### src/logic/asj_defs.svh
// Constants for the arithmetic, skip and jump execution block.
`ifndef ASJ_DEFS_SVH
`define ASJ_DEFS_SVH
`define ASJ_DATA_W      8
`define ASJ_ADDR_W      6
`define ASJ_PC_W        10
`define ASJ_ADDR_MAX    6'h3f
`define ASJ_PC_RESET    10'h000
`define ASJ_W_RESET     8'h00
`define ASJ_ONE         8'h01
`define ASJ_ZERO        8'h00
`define ASJ_NIB_LIMIT   4'h9
`define ASJ_NIB_ADJ     8'h06
`define ASJ_HI_ADJ      8'h60
`define ASJ_HI_LIMIT    8'h99
`define ASJ_OP_NONE     3'h0
`define ASJ_OP_ADJ      3'h1
`define ASJ_OP_DEC      3'h2
`define ASJ_OP_DECSZ    3'h3
`define ASJ_OP_JMP      3'h4
`define ASJ_OP_INC      3'h5
`endif

### src/logic/asj_pkg.sv
// Types for the arithmetic, skip and jump execution block.
package asj_pkg;
  typedef enum logic [2:0] {
    ASJ_NONE  = 3'h0,
    ASJ_ADJ   = 3'h1,
    ASJ_DEC   = 3'h2,
    ASJ_DECSZ = 3'h3,
    ASJ_JMP   = 3'h4,
    ASJ_INC   = 3'h5
  } asj_op_t;

  typedef struct packed {
    asj_op_t     op;
    logic        dest;
    logic [5:0]  addr;
    logic [9:0]  target;
  } asj_instr_t;

  typedef struct packed {
    logic        we;
    logic [5:0]  addr;
    logic [7:0]  data;
  } asj_rf_wr_t;

  // Execute follows the usual path with one Gray step into the flush slot.
  typedef enum logic [1:0] {
    ASJ_EXEC  = 2'b00,
    ASJ_FLUSH = 2'b01
  } asj_state_t;
endpackage

### src/logic/asj_exec.sv
// Execution of decimal adjust, decrement, skip, jump and increment.
`timescale 1ns/1ns
`include "asj_defs.svh"
// Behaviour
// - Decimal adjust working register, flags untouched.
// - Decrement addressed register, update zero flag.
// - Destination bit selects working or data register.
// - Decrement and skip leaves flags untouched.
// - Zero result discards fetched next instruction.
// - Skip takes one or two cycles.
// - Jump loads ten-bit target into counter.
// - Jump takes two cycles, prefetch discarded.
// - Increment addressed register, update zero flag.
module asj_exec
  import asj_pkg::*;
(
  // Clock and reset
  input  wire logic       sys_clk_i,
  input  wire logic       rst_n_i,
  // Instruction issue
  input  wire logic       instr_valid_i,
  input  asj_instr_t      instr_i,
  // Register file read
  input  wire logic [7:0] rf_rdata_i,
  output logic [5:0]      rf_raddr_o,
  // Register file write
  output asj_rf_wr_t      rf_wr_o,
  // Core state
  input  wire logic [9:0] pc_i,
  input  wire logic       zero_i,
  output logic [7:0]      work_o,
  output logic            zero_o,
  output logic [9:0]      pc_o,
  output logic            pc_load_o,
  output logic            discard_o,
  output logic            busy_o
);
  logic       rst_s1_reg;
  logic       rst_s2_reg;
  logic       rst_n;

  always_ff @(posedge sys_clk_i or negedge rst_n_i) begin
    if (!rst_n_i) begin
      rst_s1_reg <= 1'b0;
      rst_s2_reg <= 1'b0;
    end else begin
      rst_s1_reg <= 1'b1;
      rst_s2_reg <= rst_s1_reg;
    end
  end
  assign rst_n = rst_s2_reg;

  asj_state_t  state_reg;
  asj_state_t  state_next;
  logic [7:0]  work_reg;
  logic [7:0]  work_next;
  logic        zero_reg;
  logic        zero_next;
  logic [9:0]  pc_reg;
  logic [9:0]  pc_next;
  logic        pc_load_reg;
  logic        pc_load_next;
  logic        discard_reg;
  logic        discard_next;
  asj_rf_wr_t  wr_reg;
  asj_rf_wr_t  wr_next;

  logic        step_down;
  logic [7:0]  step_res;
  logic        step_zero;
  logic [7:0]  adj_val;
  logic        accept;
  logic        adj_hit;
  logic        step_hit;
  logic        jump_hit;
  logic        skip_hit;
  logic        flag_hit;

  assign rf_raddr_o = instr_i.addr;
  assign step_down  = (instr_i.op == ASJ_DEC) || (instr_i.op == ASJ_DECSZ);

  asj_step u_step (
    .down_i (step_down),
    .val_i  (rf_rdata_i),
    .res_o  (step_res),
    .zero_o (step_zero)
  );

  // Subtraction borrows show as nibbles above nine; correct downward.
  always_comb begin
    adj_val = work_reg;
    if (adj_val[3:0] > `ASJ_NIB_LIMIT) begin
      adj_val = adj_val - `ASJ_NIB_ADJ;
    end
    if (work_reg > `ASJ_HI_LIMIT) begin
      adj_val = adj_val - `ASJ_HI_ADJ;
    end
  end

  // A new instruction is refused during the flush slot.
  assign accept = instr_valid_i && (state_reg == ASJ_EXEC);

  always_comb begin
    adj_hit  = 1'b0;
    step_hit = 1'b0;
    jump_hit = 1'b0;
    if (accept) begin
      case (instr_i.op)
        ASJ_ADJ: begin
          adj_hit = 1'b1;
        end
        ASJ_DEC, ASJ_INC, ASJ_DECSZ: begin
          step_hit = 1'b1;
        end
        ASJ_JMP: begin
          jump_hit = 1'b1;
        end
        default: begin
          adj_hit = 1'b0;
        end
      endcase
    end
  end

  // The skipping decrement never touches the flag; only the plain steps do.
  assign flag_hit = step_hit && (instr_i.op != ASJ_DECSZ);
  assign skip_hit = step_hit && (instr_i.op == ASJ_DECSZ) && step_zero;

  // The flush slot is the no-operation that stands in for the dropped fetch.
  always_comb begin
    case (state_reg)
      ASJ_EXEC: begin
        if (skip_hit || jump_hit) begin
          state_next = ASJ_FLUSH;
        end else begin
          state_next = ASJ_EXEC;
        end
      end
      ASJ_FLUSH: begin
        state_next = ASJ_EXEC;
      end
      default: begin
        state_next = ASJ_EXEC;
      end
    endcase
  end

  always_ff @(posedge sys_clk_i or negedge rst_n) begin
    if (!rst_n) begin
      state_reg <= ASJ_EXEC;
    end else begin
      state_reg <= state_next;
    end
  end

  // In the execute state outside an update the flag follows the core, so untouched means unchanged.
  always_comb begin
    work_next = work_reg;
    zero_next = zero_reg;
    if (state_reg == ASJ_EXEC) begin
      zero_next = zero_i;
    end
    if (adj_hit) begin
      work_next = adj_val;
    end
    if (step_hit && !instr_i.dest) begin
      work_next = step_res;
    end
    if (flag_hit) begin
      zero_next = step_zero;
    end
  end

  always_ff @(posedge sys_clk_i or negedge rst_n) begin
    if (!rst_n) begin
      work_reg <= `ASJ_W_RESET;
      zero_reg <= 1'b0;
    end else begin
      work_reg <= work_next;
      zero_reg <= zero_next;
    end
  end

  always_comb begin
    pc_next      = pc_reg;
    pc_load_next = 1'b0;
    if (jump_hit) begin
      pc_next      = instr_i.target;
      pc_load_next = 1'b1;
    end else if (!accept && (state_reg == ASJ_EXEC)) begin
      pc_next = pc_i;
    end
  end

  always_ff @(posedge sys_clk_i or negedge rst_n) begin
    if (!rst_n) begin
      pc_reg      <= `ASJ_PC_RESET;
      pc_load_reg <= 1'b0;
    end else begin
      pc_reg      <= pc_next;
      pc_load_reg <= pc_load_next;
    end
  end

  always_comb begin
    discard_next = skip_hit || jump_hit;
    wr_next      = '0;
    if (step_hit && instr_i.dest) begin
      wr_next.we   = 1'b1;
      wr_next.addr = instr_i.addr;
      wr_next.data = step_res;
    end
  end

  always_ff @(posedge sys_clk_i or negedge rst_n) begin
    if (!rst_n) begin
      discard_reg <= 1'b0;
      wr_reg      <= '0;
    end else begin
      discard_reg <= discard_next;
      wr_reg      <= wr_next;
    end
  end

  assign work_o    = work_reg;
  assign zero_o    = zero_reg;
  assign pc_o      = pc_reg;
  assign pc_load_o = pc_load_reg;
  assign discard_o = discard_reg;
  assign rf_wr_o   = wr_reg;
  assign busy_o    = (state_reg == ASJ_FLUSH);
endmodule // asj_exec

### src/logic/asj_step.sv
// Increment or decrement by one with wrap and zero detect.
`timescale 1ns/1ns
`include "asj_defs.svh"
module asj_step
  import asj_pkg::*;
(
  // Operand and direction
  input  wire logic       down_i,
  input  wire logic [7:0] val_i,
  // Result
  output logic [7:0]      res_o,
  output logic            zero_o
);
  always_comb begin
    if (down_i) begin
      res_o = val_i - `ASJ_ONE;
    end else begin
      res_o = val_i + `ASJ_ONE;
    end
    zero_o = (res_o == `ASJ_ZERO);
  end
endmodule // asj_step

### config.mk
export PLATFORM = sky130hd
export DESIGN_NAME = asj_exec
export DESIGN_NICKNAME = d
export VERILOG_FILES = /design/src/logic/asj_pkg.sv /design/src/logic/asj_exec.sv /design/src/logic/asj_step.sv
export VERILOG_INCLUDE_DIRS = /design/src /design/src/logic
export SDC_FILE = /design/constraint.sdc
export NUM_CORES = 1
export LEC_CHECK = 0
export BUFFER_PORTS_ARGS = -buffer_cell sky130_fd_sc_hd__clkbuf_2
export CORE_MARGIN = 5
export CORE_UTILIZATION = 47
export DETAILED_ROUTE_END_ITERATION = 6
export PLACE_DENSITY = 0.85
export SLEW_MARGIN = 20
export SYNTH_ARGS = -nofsm -noshare
export SYNTH_HDL_FRONTEND = slang
export SYNTH_SLANG_ARGS = --single-unit
### constraint.sdc
create_clock -name sys_clk_i -period 1.3 [get_ports sys_clk_i]
set_input_delay 0.26 -clock sys_clk_i [delete_from_list [all_inputs] [get_ports sys_clk_i]]
set_output_delay 0.26 -clock sys_clk_i [all_outputs]
set_load 0.01 [all_outputs]
==> impl_results.md <==
* Final setup skew at 0.0204 ns
* Final min period at 2.13 ns
* Initial antenna violation count at 0
* Syn Inst Count at 188
* Combinational share of power at 36.5%
* Via/cell ratio at 6.01
* Root Driver: clkbuf_8
* Most frequent cells in the layout: 82 x clkbuf_2, 43 x buf_4, 39 x dfrtp_1
* Avg Cell Area, Syn at 10.5 µm²
* Crit share post-route at 164%
* Met2 routed WL at 4.13 mm
* Slew Limit Fails at 0
* Initial Utilization at 49.0%
* Area Growth Syn to Fin at 64.1%
* Core area at 0.00403 mm²
* CTS tree: yes
* CTS Sinks at 39
* Clk pin slew, worst setup/hold paths at 0.09 ns
* Setup crit start kind: primary input
* I/O pin cnt at 85
* Clock power frac at 23.6%
* Die area at 0.00560 mm²
* Crit path kind: primary input to register
* Number of global-route vias before repair at 2051
* Sequential area share after synthesis at 49.4%
* Grt ovf at 0
* Reg power frac at 40.0%
* Worst path cell trace: clkbuf_2 -> nand2b_4 -> clkinv_8 -> ha_4 -> o211ai_1 -> o21a_1 -> or3_4 -> a2111oi_4 -> a41o_1
* WL met1 at 3.02 mm
* Clk_lat worst skew at 0.31 ns
* Fmax at 469 MHz
* NetSw at 1.29 mW
* Switching share of power at 35.0%
* Total routed wirelength at 8.48 mm
* Post-synth cell types at 46
* Largest register FFs at 15
* EDFF count, synth at 0
* Synthesized Nets at 241
* Largest net degree at the start of global routing at 38
* Cell family with most CP delay: compound AO/OA/AOI/OAI gates
* Final hold viol count at 0
* Ant. Diodes at 0
* IO Port Bufs at 84
* Status: complete, but fails checks
* Min Hold Slack at 0.200 ns
* Slowest stage cell, crit path: a2111oi_4
* Required time of the critical path at 1.55 ns
* #FFs+latches synth at 39
* RSZ-0062 raised after global routing: true
* Pwr Density at 1140 mW/mm²
* CP max stage delay at 0.44 ns
* HPWL Detailed at 4.36 mm
* Max VDD drop at 0.503 mV
* CP bufs+invs at 2
* Row count at 23
* Crit-path max FO at 5
* Die height at 74.8 µm
* Reg area at 976 µm²
* Setup WS pre-CTS at -1.04 ns
* Met3 wire length at 813 µm
* Fraction of layout cells with a size suffix above 1 at 59.8%
* Setup violations, final at 34
* LEAKAGE at 1.68 nW
* Int Power at 2.40 mW
* Arr. time, crit path at 2.38 ns
* Failing checks: negative setup slack
* H-tree depth at 2
* Chip width at 74.8 µm
* Top sig layer: met4
* Post-layout net count at 374
* DRT Pass-1 Iters at 5
* Total GRT Usage at 24.7%
* Maxcap violations at 0
* Main flop type after synthesis: dfrtp_1
* First-pass GRT wire length at 10.2 mm
* GP Congestion at 0.819
* ANT nets after route at 0
* Setup ws final at -0.833 ns
* CTS buffer count at 5
* Post-Route Utilization at 80.4%
* CTS max path bufs at 2
* Vias at 2231
* Synth async-reset ratio at 100%
* Drc violations at 0
* Commonest non-fill, non-tap cell in the layout: clkbuf_2
* First DRT Iteration DRCs at 227
* CP endpoint kind: register
* Ys Warns at 0
* Fillers at 202
* Multi-input logic area at 0.00121 mm²
* Routed len/inst at 22.9 µm
* Hold Crit Class: primary input to register
* Post-synthesis cell area at 0.00197 mm²
-- synthesized netlist by cell type (all sizes together), types with 2 or more instances --
master,count,area (µm²)
o211ai,5,51.3
o21ai,9,45.0
a2111oi,2,36.3
ha,10,125
nand2b,4,25.0
a22oi,10,75.1
or3,2,17.5
inv,5,18.8
or2,2,12.5
nand2,25,93.8
a21oi,3,15.0
a41o,2,20.0
nor2,14,52.6
xnor2,4,35.0
o21a,3,22.5
nor3b,2,15.0
clkbuf,6,22.5
dfrtp,39,976
o221ai,2,17.5
and2,3,18.8
a21o,3,22.5
buf,6,45.0
and3,8,50.1
-- worst min-delay path: cells and delay by family --
kind	cells	cell delay [ns]
AOI/OAI and AO/OA	1	0.06
buffers and inverters	1	0.09
and+or+nand+nor	1	0.06
-- final timing paths --
path                              start      endpoint  slack (ns)  cells past startpoint
min in group asynchronous         rst_n  state_reg[0]        0.28                      1
max                         instr_i[18]     discard_o       -0.83                      9
max reg2reg                state_reg[0]     work_o[7]       -0.60                      5
max in group asynchronous         rst_n    rf_wr_o[2]        0.66                      1
min                             pc_i[3]       pc_o[3]        0.20                      3
min reg2reg                       rst_n  state_reg[0]        0.28                      1
-- per-layer routing --
layer  track usage (%)  up-vias
met5                 0        -
met4              12.1        0
met3              6.41       54
met2              43.5      182
met1              27.6     1070
li1                  -      925
-- power groups by stage --
stage               Sequential, mW  Combinational [mW]  Clock, mW
floorplan                     1.55               0.461          0
CTS                           1.45                1.15      0.818
global placement              1.46                1.02          0
global route                  1.49                1.43      0.932
detailed placement            1.47                1.06          0
finish                        1.48                1.35      0.871
-- cell type report --
class                      count  share of cell area [%]
clock inverter                 1                   0.154
timing repair inverter         1                   0.347
inverter                       6                    1.08
timing repair buffer         136                    26.5
clock buffer                   6                    2.55
sequential                    39                    30.1
multi-input combinational    132                    37.3
tap                           50                    1.93
-- logic make-up after synthesis --
kind of cell	Yosys count	synth area share, %
adder cells (fa/ha/maj)	11	7.35
multiplexers	2	1.08
other	1	0.190
buffers and inverters	18	4.56
AO/OA/AOI/OAI	45	17.9
AND/OR/NAND/NOR	67	17.2
XOR/XNOR	5	2.22
flip-flops	39	49.4
-- through the flow --
stage,setup TNS (ns),power [mW],cell area (µm²),instances
after global placement,-10.66,2.48,2790,348
after CTS,-7.59,3.42,3040,365
final,-11.66,3.70,3240,371
after global routing,-12.83,3.85,3240,371
after floorplan,-7.31,2.01,2100,188
after detailed placement,-11.85,2.53,2790,348
-- what timing repair did --
item	CTS	global route
hold buffers	1	0
endpoints found under the hold margin	2	0
resized for setup	18	35
setup endpoints to repair	29	31
cloned	2	1
buffers inserted	7	9
pin swaps	15	28
Note: power is estimated with default switching activity, not from simulation.
